<file path="config.mk">
export PLATFORM = sky130hd
export DESIGN_NAME = msd_spi_diag
export DESIGN_NICKNAME = d
export VERILOG_FILES = /design/src/include/msd_pkg.sv /design/src/logic/msd_spi_diag.sv
export VERILOG_INCLUDE_DIRS = /design/src /design/src/include
export SDC_FILE = /design/constraint.sdc
export NUM_CORES = 1
export LEC_CHECK = 0
export BUFFER_PORTS_ARGS = -buffer_cell sky130_fd_sc_hd__buf_4
export CAP_MARGIN = 20
export CORE_MARGIN = 1.5
export CORE_UTILIZATION = 25
export DETAILED_ROUTE_END_ITERATION = 8
export GPL_TIMING_DRIVEN = 0
export SYNTH_ARGS = -nofsm -noshare
export SYNTH_HDL_FRONTEND = slang
export SYNTH_SLANG_ARGS = --single-unit
</file>
<file path="constraint.sdc">
create_clock -name clk -period 2.3 [get_ports clk]
set_input_delay 0.46 -clock clk [delete_from_list [all_inputs] [get_ports clk]]
set_output_delay 0.46 -clock clk [all_outputs]
set_load 0.1 [all_outputs]
</file>
<file path="src/include/msd_defines.svh">
// Purpose: constants of the motor driver serial port and diagnostics
// Assumes: 100 MHz system clock
// Notes: offsets are register indices of the serial protocol
`ifndef MSD_DEFINES_SVH
`define MSD_DEFINES_SVH

// Command codes and field positions of the first byte
`define MSD_CMD_READ 3'h0
`define MSD_CMD_WRITE 3'h4
`define MSD_CMD_MSB 7
`define MSD_CMD_LSB 5
`define MSD_ADDR_MSB 4

// Register indices
`define MSD_IDX_CR0 5'h01
`define MSD_IDX_CR1 5'h02
`define MSD_IDX_CR2 5'h03
`define MSD_IDX_ST0 5'h04
`define MSD_IDX_ST1 5'h05
`define MSD_IDX_ST2 5'h06
`define MSD_IDX_ST3 5'h07

// Control register 2 fields and reset value
`define MSD_CR2_MOTEN 7
`define MSD_CR2_SLEEP 6
`define MSD_CR2_DIV 5
`define MSD_CR2_TRANS 4
`define MSD_CR_RESET 8'h00

// Packet length of a write
`define MSD_WR_BITS 6'h10
`define MSD_TOTAL_MAX 6'h3f

// Timing
`define MSD_CLK_MHZ 100
`define MSD_CLK_NS 10
`define MSD_OPEN_TIME_MS 32
`define MSD_OPEN_CYCLES (`MSD_OPEN_TIME_MS * 1000 * `MSD_CLK_MHZ)
`define MSD_CLR_MIN_NS 100
`define MSD_CLR_CYCLES ((`MSD_CLR_MIN_NS + `MSD_CLK_NS - 1) / `MSD_CLK_NS)

`endif

</file>
<file path="src/include/msd_pkg.sv">
// Purpose: types of the motor driver serial port and diagnostics
// Assumes: nothing beyond the defines header
// Notes: flag record is what status bytes ST0 to ST2 are built from
`default_nettype none
package msd_pkg;

    // Latched diagnostic flags
    typedef struct packed {
        logic therm_warn;
        logic therm_shut;
        logic [3:0] ovc_x;
        logic [3:0] ovc_y;
        logic open_x;
        logic open_y;
        logic pump_fail;
    } msd_flags_t;

    // Byte phase inside a packet
    typedef enum logic [1:0] {
        MSD_IDLE,
        MSD_CMD,
        MSD_DATA
    } msd_phase_t;

endpackage
`default_nettype wire

</file>
<file path="src/logic/msd_spi_diag.sv">
// Purpose: serial slave port, control registers and fault flags
// Assumes: serial clock well below clk/4, analog inputs are levels
// Notes: all pins except coil voltage and step position are resampled, serial edges found in clk domain
`include "msd_defines.svh"
`default_nettype none

// Overview of operation
// - Back-EMF sampled at every coil zero crossing, four points per period.
// - Transparent select follows coil voltage; else holds end-of-interval sample.
// - Sampled coil voltage scaled by one half or one quarter.
// - Warning comparator sets the thermal warning flag.
// - Shutdown sets flag, drivers off; clears after cooling and a read.
// - Overcurrent latches per-transistor flag, drivers stay off until cleared.
// - Full duty beyond 32 ms sets open coil flag, current kept.
// - Pump fail flag held high while pump voltage is low.
// - Open-drain low fault pin asserted while any flag set.
// - Hard reset held long enough clears registers, except in sleep.
// - Sleep: drivers off, registers kept, step inputs ignored, port alive.
// - Device is only a serial slave, never starts transfers.
// - Data out shifts on falling, data in sampled on rising edge.
// - Data out released while chip select inactive.
// - Every eighth falling edge loads addressed register into output.
// - Registers updated on first system clock edge with select high.
// - Bytes shifted MSB first; packets of one or more bytes, full duplex.
// - First byte: three-bit command, five-bit index; second byte data.
// - Command 000 reads, command 100 writes.
// - Write packets must be exactly sixteen clocks, others discarded.
// - Write data committed only after chip select returns high.
// - Status byte top bit is XOR of lower seven bits, so each byte has even parity.
// - Latched status flags cleared after a status register is read.
module msd_spi_diag
    import msd_pkg::*;
#(
    parameter int OPEN_CYCLES = `MSD_OPEN_CYCLES,
    parameter int CLR_CYCLES = `MSD_CLR_CYCLES
) (
    input wire logic clk,
    input wire logic srst,
    input wire logic hard_reset_in,
    input wire logic sclk_in,
    input wire logic cs_n_in,
    input wire logic serial_data_in,
    output logic serial_data_out,
    output logic serial_data_out_oe,
    input wire logic thermal_warn_in,
    input wire logic thermal_shutdown_in,
    input wire logic [3:0] overcurrent_x_in,
    input wire logic [3:0] overcurrent_y_in,
    input wire logic full_duty_x_in,
    input wire logic full_duty_y_in,
    input wire logic pump_low_in,
    input wire logic [1:0] coil_zero_in,
    input wire logic pwm_sample_hold,
    input wire logic [7:0] coil_voltage_in,
    input wire logic [6:0] step_position_in,
    input wire logic step_advance_in,
    input wire logic rotation_sense_in,
    output logic [7:0] speed_load_angle_out,
    output logic fault_out_n,
    output logic fault_out_n_oe,
    output logic drivers_hiz,
    output logic step_advance_out,
    output logic rotation_sense_out,
    output logic clocks_run,
    output logic sleep_ctrl,
    output logic bemf_transparent_sel,
    output logic bemf_divider_sel,
    output logic motor_enable,
    output logic [7:0] ctrl0_out,
    output logic [7:0] ctrl1_out
);

    localparam int NS = 22;
    localparam logic [NS-1:0] SYNC_RST = 22'h080000; // Select idles high
    localparam int OW = $clog2(OPEN_CYCLES + 1);
    localparam logic [OW-1:0] OPEN_LAST = OW'(OPEN_CYCLES - 1);
    localparam logic [15:0] CLR_LAST = 16'(CLR_CYCLES - 1);

    logic [NS-1:0] async_in, sync1_r, sync2_r;
    logic hr_s, sclk_s, cs_s, mosi_s, warn_s, shut_s, fx_s, fy_s, pl_s;
    logic psh_s, step_s, rot_s;
    logic [3:0] ox_s, oy_s;
    logic [1:0] zero_s, zero_prev_r;
    logic sclk_prev_r, cs_prev_r, sclk_rise, sclk_fall, cs_rise, cs_fall;
    logic [15:0] hr_cnt_r, hr_cnt_nxt;
    logic hr_active_r, hr_active_nxt, rst;

    // Pins come from other domains, so all but coil voltage and step position pass two flops
    assign async_in = {hard_reset_in, sclk_in, cs_n_in, serial_data_in,
                       thermal_warn_in, thermal_shutdown_in, overcurrent_x_in,
                       overcurrent_y_in, full_duty_x_in, full_duty_y_in,
                       pump_low_in, coil_zero_in, pwm_sample_hold,
                       step_advance_in, rotation_sense_in};
    always_ff @(posedge clk) begin
        if (srst) begin
            sync1_r <= SYNC_RST;
            sync2_r <= SYNC_RST;
        end else begin
            sync1_r <= async_in;
            sync2_r <= sync1_r;
        end
    end
    assign {hr_s, sclk_s, cs_s, mosi_s, warn_s, shut_s, ox_s, oy_s, fx_s,
            fy_s, pl_s, zero_s, psh_s, step_s, rot_s} = sync2_r;

    // Edge finders on the second stage only
    always_ff @(posedge clk) begin
        if (srst) begin
            sclk_prev_r <= 1'b0;
            cs_prev_r <= 1'b1;
            zero_prev_r <= 2'h0;
        end else begin
            sclk_prev_r <= sclk_s;
            cs_prev_r <= cs_s;
            zero_prev_r <= zero_s;
        end
    end
    assign sclk_rise = sclk_s && !sclk_prev_r;
    assign sclk_fall = !sclk_s && sclk_prev_r;
    assign cs_rise = cs_s && !cs_prev_r;
    assign cs_fall = !cs_s && cs_prev_r;

    // Hard reset needs its minimum width; sleep shields the registers
    always_comb begin
        hr_cnt_nxt = hr_s ? hr_cnt_r : 16'h0000;
        if (hr_s && hr_cnt_r != CLR_LAST)
            hr_cnt_nxt = hr_cnt_r + 16'h0001;
        hr_active_nxt = hr_s && hr_cnt_r == CLR_LAST && !sleep_ctrl;
    end
    always_ff @(posedge clk) begin
        if (srst) begin
            hr_cnt_r <= 16'h0000;
            hr_active_r <= 1'b0;
        end else begin
            hr_cnt_r <= hr_cnt_nxt;
            hr_active_r <= hr_active_nxt;
        end
    end
    assign rst = srst || hr_active_r;

    msd_phase_t phase_r, phase_nxt;
    logic [7:0] rx_r, rx_nxt, tx_r, tx_nxt, rd_byte, byte_in;
    logic [2:0] bit_r, bit_nxt, rd_mark_r, rd_mark_nxt, st_clr_r, st_clr_nxt;
    logic [5:0] total_r, total_nxt;
    logic [4:0] addr_r, addr_nxt, wr_addr_r, wr_addr_nxt;
    logic [7:0] wr_data_r, wr_data_nxt, cr0_r, cr0_nxt, cr1_r, cr1_nxt;
    logic [7:0] cr2_r, cr2_nxt;
    logic wr_first_r, wr_first_nxt;
    msd_flags_t flags_r, flags_nxt;
    logic [7:0] st0, st1, st2, st3;

    // Status bytes carry odd-count parity on top
    assign st0 = {^{flags_r.therm_warn, flags_r.pump_fail, flags_r.open_x,
                    flags_r.open_y}, flags_r.therm_warn, flags_r.pump_fail,
                  flags_r.open_x, flags_r.open_y, 3'h0};
    assign st1 = {^flags_r.ovc_x, flags_r.ovc_x, 3'h0};
    assign st2 = {^{flags_r.therm_shut, flags_r.ovc_y}, flags_r.therm_shut,
                  flags_r.ovc_y, 2'h0};
    assign st3 = {^step_position_in, step_position_in};

    // Read mux, unmapped indices read as zero
    always_comb begin
        case (addr_r)
            `MSD_IDX_CR0: rd_byte = cr0_r;
            `MSD_IDX_CR1: rd_byte = cr1_r;
            `MSD_IDX_CR2: rd_byte = cr2_r;
            `MSD_IDX_ST0: rd_byte = st0;
            `MSD_IDX_ST1: rd_byte = st1;
            `MSD_IDX_ST2: rd_byte = st2;
            `MSD_IDX_ST3: rd_byte = st3;
            default: rd_byte = 8'h00;
        endcase
    end

    // Serial slave: reacts to master edges only, never starts
    always_comb begin
        byte_in = {rx_r[6:0], mosi_s}; // MSB first
        phase_nxt = phase_r;
        rx_nxt = rx_r;
        tx_nxt = tx_r;
        bit_nxt = bit_r;
        total_nxt = total_r;
        addr_nxt = addr_r;
        wr_addr_nxt = wr_addr_r;
        wr_data_nxt = wr_data_r;
        wr_first_nxt = wr_first_r;
        rd_mark_nxt = rd_mark_r;
        st_clr_nxt = 3'h0;
        cr0_nxt = cr0_r;
        cr1_nxt = cr1_r;
        cr2_nxt = cr2_r;
        if (cs_rise) begin
            // First clk edge with select high applies the packet
            if (total_r == `MSD_WR_BITS && wr_first_r) begin
                case (wr_addr_r)
                    `MSD_IDX_CR0: cr0_nxt = wr_data_r;
                    `MSD_IDX_CR1: cr1_nxt = wr_data_r;
                    `MSD_IDX_CR2: cr2_nxt = wr_data_r;
                    default: ;
                endcase
            end
            st_clr_nxt = rd_mark_r;
            rd_mark_nxt = 3'h0;
            phase_nxt = MSD_IDLE;
            bit_nxt = 3'h0;
            total_nxt = 6'h00;
            wr_first_nxt = 1'b0;
        end else if (cs_fall) begin
            phase_nxt = MSD_CMD;
            bit_nxt = 3'h0;
            total_nxt = 6'h00;
        end else if (!cs_s && sclk_rise) begin
            rx_nxt = byte_in; // Sample on rising edge
            bit_nxt = bit_r + 3'h1;
            if (total_r != `MSD_TOTAL_MAX)
                total_nxt = total_r + 6'h01;
            if (bit_r == 3'h7 && phase_r == MSD_CMD) begin
                if (byte_in[`MSD_CMD_MSB:`MSD_CMD_LSB] == `MSD_CMD_WRITE) begin
                    addr_nxt = byte_in[`MSD_ADDR_MSB:0];
                    wr_addr_nxt = byte_in[`MSD_ADDR_MSB:0];
                    wr_first_nxt = total_r == 6'h07;
                    phase_nxt = MSD_DATA;
                end else if (byte_in[`MSD_CMD_MSB:`MSD_CMD_LSB] ==
                             `MSD_CMD_READ) begin
                    addr_nxt = byte_in[`MSD_ADDR_MSB:0];
                end
            end else if (bit_r == 3'h7 && phase_r == MSD_DATA) begin
                wr_data_nxt = byte_in;
                phase_nxt = MSD_CMD;
            end
        end else if (!cs_s && sclk_fall) begin
            if (bit_r == 3'h0 && total_r != 6'h00) begin
                tx_nxt = rd_byte; // Eighth falling edge reload
                case (addr_r)
                    `MSD_IDX_ST0: rd_mark_nxt[0] = 1'b1;
                    `MSD_IDX_ST1: rd_mark_nxt[1] = 1'b1;
                    `MSD_IDX_ST2: rd_mark_nxt[2] = 1'b1;
                    default: ;
                endcase
            end else begin
                tx_nxt = {tx_r[6:0], 1'b1}; // Shift on falling edge
            end
        end
    end
    always_ff @(posedge clk) begin
        if (rst) begin
            phase_r <= MSD_IDLE;
            rx_r <= 8'h00;
            tx_r <= 8'hff;
            bit_r <= 3'h0;
            total_r <= 6'h00;
            addr_r <= 5'h00;
            wr_addr_r <= 5'h00;
            wr_data_r <= 8'h00;
            wr_first_r <= 1'b0;
            rd_mark_r <= 3'h0;
            st_clr_r <= 3'h0;
            cr0_r <= `MSD_CR_RESET;
            cr1_r <= `MSD_CR_RESET;
            cr2_r <= `MSD_CR_RESET;
        end else begin
            phase_r <= phase_nxt;
            rx_r <= rx_nxt;
            tx_r <= tx_nxt;
            bit_r <= bit_nxt;
            total_r <= total_nxt;
            addr_r <= addr_nxt;
            wr_addr_r <= wr_addr_nxt;
            wr_data_r <= wr_data_nxt;
            wr_first_r <= wr_first_nxt;
            rd_mark_r <= rd_mark_nxt;
            st_clr_r <= st_clr_nxt;
            cr0_r <= cr0_nxt;
            cr1_r <= cr1_nxt;
            cr2_r <= cr2_nxt;
        end
    end

    // Open coil timers, one per coil
    logic [1:0] full_s, open_hit;
    assign full_s = {fx_s, fy_s};
    for (genvar c = 0; c < 2; c++) begin : g_open
        logic [OW-1:0] cnt_r, cnt_nxt;
        always_comb begin
            cnt_nxt = full_s[c] ? cnt_r : '0;
            if (full_s[c] && cnt_r != OPEN_LAST)
                cnt_nxt = cnt_r + OW'(1);
        end
        always_ff @(posedge clk) begin
            if (rst)
                cnt_r <= '0;
            else
                cnt_r <= cnt_nxt;
        end
        assign open_hit[c] = full_s[c] && cnt_r == OPEN_LAST;
    end

    // Sticky flags: a set in the clearing cycle wins
    always_comb begin
        flags_nxt.therm_warn = warn_s ||
            (flags_r.therm_warn && !st_clr_r[0]);
        flags_nxt.pump_fail = pl_s ||
            (flags_r.pump_fail && !st_clr_r[0]);
        flags_nxt.open_x = open_hit[1] ||
            (flags_r.open_x && !st_clr_r[0]);
        flags_nxt.open_y = open_hit[0] || (flags_r.open_y && !st_clr_r[0]);
        flags_nxt.ovc_x = ox_s | (flags_r.ovc_x & {4{!st_clr_r[1]}});
        flags_nxt.ovc_y = oy_s | (flags_r.ovc_y & {4{!st_clr_r[2]}});
        // Cooling below warning level is also needed to drop it
        flags_nxt.therm_shut = shut_s ||
            (flags_r.therm_shut && !(st_clr_r[2] && !warn_s));
    end
    always_ff @(posedge clk) begin
        if (rst)
            flags_r <= '0;
        else
            flags_r <= flags_nxt;
    end

    // Back-EMF path: sample during zero crossing, show at its end
    logic [7:0] scaled, held_r, held_nxt, bemf_r, bemf_nxt;
    logic zero_end;
    assign scaled = bemf_divider_sel ? {2'h0, coil_voltage_in[7:2]}
                                     : {1'h0, coil_voltage_in[7:1]};
    assign zero_end = |(zero_prev_r & ~zero_s); // Both coils, both signs
    always_comb begin
        held_nxt = (|zero_s && psh_s) ? scaled : held_r;
        if (bemf_transparent_sel)
            bemf_nxt = scaled;
        else
            bemf_nxt = zero_end ? held_r : bemf_r;
    end
    always_ff @(posedge clk) begin
        if (rst) begin
            held_r <= 8'h00;
            bemf_r <= 8'h00;
        end else begin
            held_r <= held_nxt;
            bemf_r <= bemf_nxt;
        end
    end

    // Outputs; the fault pin only ever pulls low
    assign speed_load_angle_out = bemf_r;
    assign fault_out_n = 1'b0;
    assign fault_out_n_oe = |flags_r;
    assign serial_data_out = tx_r[7];
    assign serial_data_out_oe = !cs_s;
    assign sleep_ctrl = cr2_r[`MSD_CR2_SLEEP];
    assign bemf_transparent_sel = cr2_r[`MSD_CR2_TRANS];
    assign bemf_divider_sel = cr2_r[`MSD_CR2_DIV];
    assign motor_enable = cr2_r[`MSD_CR2_MOTEN];
    assign ctrl0_out = cr0_r;
    assign ctrl1_out = cr1_r;
    // Any overcurrent or shutdown keeps bridges off
    assign drivers_hiz = sleep_ctrl || flags_r.therm_shut ||
                         (|flags_r.ovc_x) || (|flags_r.ovc_y);
    assign step_advance_out = step_s && !sleep_ctrl;
    assign rotation_sense_out = rot_s && !sleep_ctrl;
    assign clocks_run = !sleep_ctrl || !cs_s;
endmodule
`default_nettype wire

</file>
==> out/qor.yml <==
run_status:
  status: "complete, but fails checks"
  violations: "negative setup slack"
floorplan:
  io_pins: 75
  start_util: 0.254
  rows: 68
  die_area_mm2: 0.0363
  core_mm2: 0.0345
  die_h_um: 190
  fp.dieW_um: 190
layout:
  final_cell_mix: "208 x dfxtp_1, 146 x nor2_1, 71 x buf_4"
  nNetsFinal: 1098
  final_area_mm2: 0.0108
  areaGrowthSynthToFinish_pct: 22.7
  final_cells: 1514
  final_common_cell: "dfxtp_1"
  fillers: 3630
  drive_gt1_frac: 0.145
  diodes: 0
place:
  portBuffers: 71
  gp_congestion: 0.818
  dp_slack_ps: -35.4
  placed_cell_area_mm2: 0.00992
  dp_cells: 1472
  place_hpwl_um: 15600
global_route:
  grt-ovfl-total: 0
  grt_start_max_net_pins: 12
  grt_pass1_vias: 6578
  track_usage: 0.116
  antenna_found_initial: 0
  grt_pass1_wl_um: 34200
clock_network:
  cts_setup_buffers: 0
  path_clk_slew_ps: 60
  cts_root_buffer: "clkbuf_16"
  h-tree-depth: 1
  cts.sinks: 211
  cts_buffers: 25
  cts_hold_buf: 0
  tritoncts: "built"
  clkLatencyLatePin_ps: 500
  clockBufferDepth: 3
power:
  pwr_density_cell_mw_per_mm2: 745
  leakagePower_nw: 4.00
  finalPower_w: 0.00803
  ir_drop_v: 0.000440
route:
  drc: 0
  routedWlPerCell_um: 14.0
  firstDrtPassIters: 5
  vias: 6842
  via_per_inst: 4.52
  drt-initial-drc-count: 317
  drtAntennaViolNets: 0
  wl_um: 21200
sta:
  layout_min_cycle_time_ps: 2540
  fin_skew_ps: 5.54
  max_freq_mhz: 393
  worst_slack_ps: -244
  hold_violations: 0
  final-setup-viol-count: 1
  rsz0062_at_grt: "yes"
  drv_slew: 0
  tightest_slew_ps: 852
  slew_headroom: 0.425
  setup-tns-final_ps: -244
  post-route-period-util: 1.11
min_path:
  holdCritPathClass: "in2reg"
  min-delay-start: "cs_n_in"
synthesis:
  synth_top_family_by_area: "simple AND/OR/NAND/NOR gates"
  synth-seq-cells: 211
  synth_seq_area_share: 0.481
  synth_xor_area_frac: 0.0628
  synth.avg_cell_area_um2: 9.30
  ys.flop_type: "dfxtp_1"
  yosysWarnings: 0
  synthMuxAreaShare: 0.0605
  synthArstFlopShare: 0
  synth_compound_area_frac: 0.100
  synth_cells: 945
  synth_fa_ha_area_frac: 0.0214
  synth_edf_count: 0
  ys_types: 71
  synth_area_mm2: 0.00879
  synth-simple-area-share: 0.237
setup_path:
  cp-startpoint: "flags_r[12]"
  arrival_ps: 2080
  required_ps: 1840
  worst_setup_path_end_kind: "primary output"
  rr_startpoint: "sync2_r[19]"
  critPathMaxFanout: 4
  criticalPathCategory: "reg2out"
  worstSetupStartpointType: "register"
run:
  maxCapViolations: 0
cell usage after synthesis, types with 6 or more instances:
master / count / area, um^2
inv_1: 27 / 101
and4_1: 9 / 78.8
a31oi_1: 6 / 37.5
clkbuf_1: 35 / 131
nand4_1: 16 / 100
nor2b_1: 50 / 313
nand2_1: 52 / 195
ha_1: 15 / 188
a22oi_1: 10 / 75.1
a21oi_1: 46 / 230
nor2_1: 146 / 548
dfxtp_1: 211 / 4220
nor4b_1: 7 / 61.3
xor2_1: 26 / 228
nor3_1: 17 / 85.1
a211oi_1: 25 / 188
and3_1: 12 / 75.1
buf_2: 11 / 55.1
mux2i_1: 52 / 521
xnor2_1: 37 / 324
nand3_1: 24 / 120
o21ai_0: 16 / 80.1
state kept, by name, indices dropped and copies added, names as in the netlist, 2 cells and up:
register,cells
speed_load_angle_out,7
hr_cnt_r,16
sync1_r,22
bit_r,3
sync2_r,22
flags_r,13
held_r,7
rx_r,7
rd_mark_r,3
addr_r,5
wr_addr_r,5
ctrl0_out,8
tx_r,8
wr_data_r,8
ctrl1_out,8
zero_prev_r,2
st_clr_r,3
g_open.cnt_r,44
phase_r,2
total_r,6
cr2_r,8
power breakdown:
group          internal (W)  switching [W]
Combinational      0.000149       0.000240
Sequential          0.00371      0.0000339
Clock               0.00246        0.00144
Total               0.00632        0.00171
metrics by stage:
stage,util,hold WS (ps)
after floorplan,-,389
after global routing,0.312,146
after global placement,0.287,395
after detailed placement,0.287,402
after CTS,0.311,130
final,0.312,150
cell type report:
cell class	instances	area, um^2	share of cell area
Buffer	52	229	0.0212
Clock buffer	40	762	0.0707
Clock inverter	2	60.1	0.00557
Inverter	27	105	0.00975
Multi-Input combinational cell	656	4280	0.397
Sequential cell	211	4230	0.392
Tap cell	455	569	0.0528
Timing Repair Buffer	71	544	0.0505
timing repair:
action,4_1_cts,5_1_grt
setup endpoints to repair,1,2
pin swaps,0,1
gates resized for setup,1,7
gates cloned,0,0
metal layers:
layer  vias up  part of all wire  GRT usage
li1       3457                 -          -
met1      3219              0.51      0.166
met2       138              0.43      0.180
met3        28             0.041     0.0151
met4         0             0.019     0.0366
met5         -                 0          0
final timing paths:
kind,endpoint,slack (ps),depth (start not counted)
max,fault_out_n_oe,-240,4
max reg2reg,tx_r[4],210,8
min reg2reg,sync2_r[19],410,1
min,sync1_r[19],150,2
worst max-delay path, stage by stage (launching register included):
cell,delay (ps)
dfxtp_2,340
or4_4,560
nor4_4,150
nand4_1,270
buf_8,260
logic make-up after synthesis:
kind of cell,after synthesis
muxes,53
buffers and inverters,79
AOI/OAI and AO/OA,134
adders and majority gates,15
and+or+nand+nor,389
other,1
DFF,211
xor gates and xnor gates,63
Note: power is estimated with default switching activity, not from simulation.
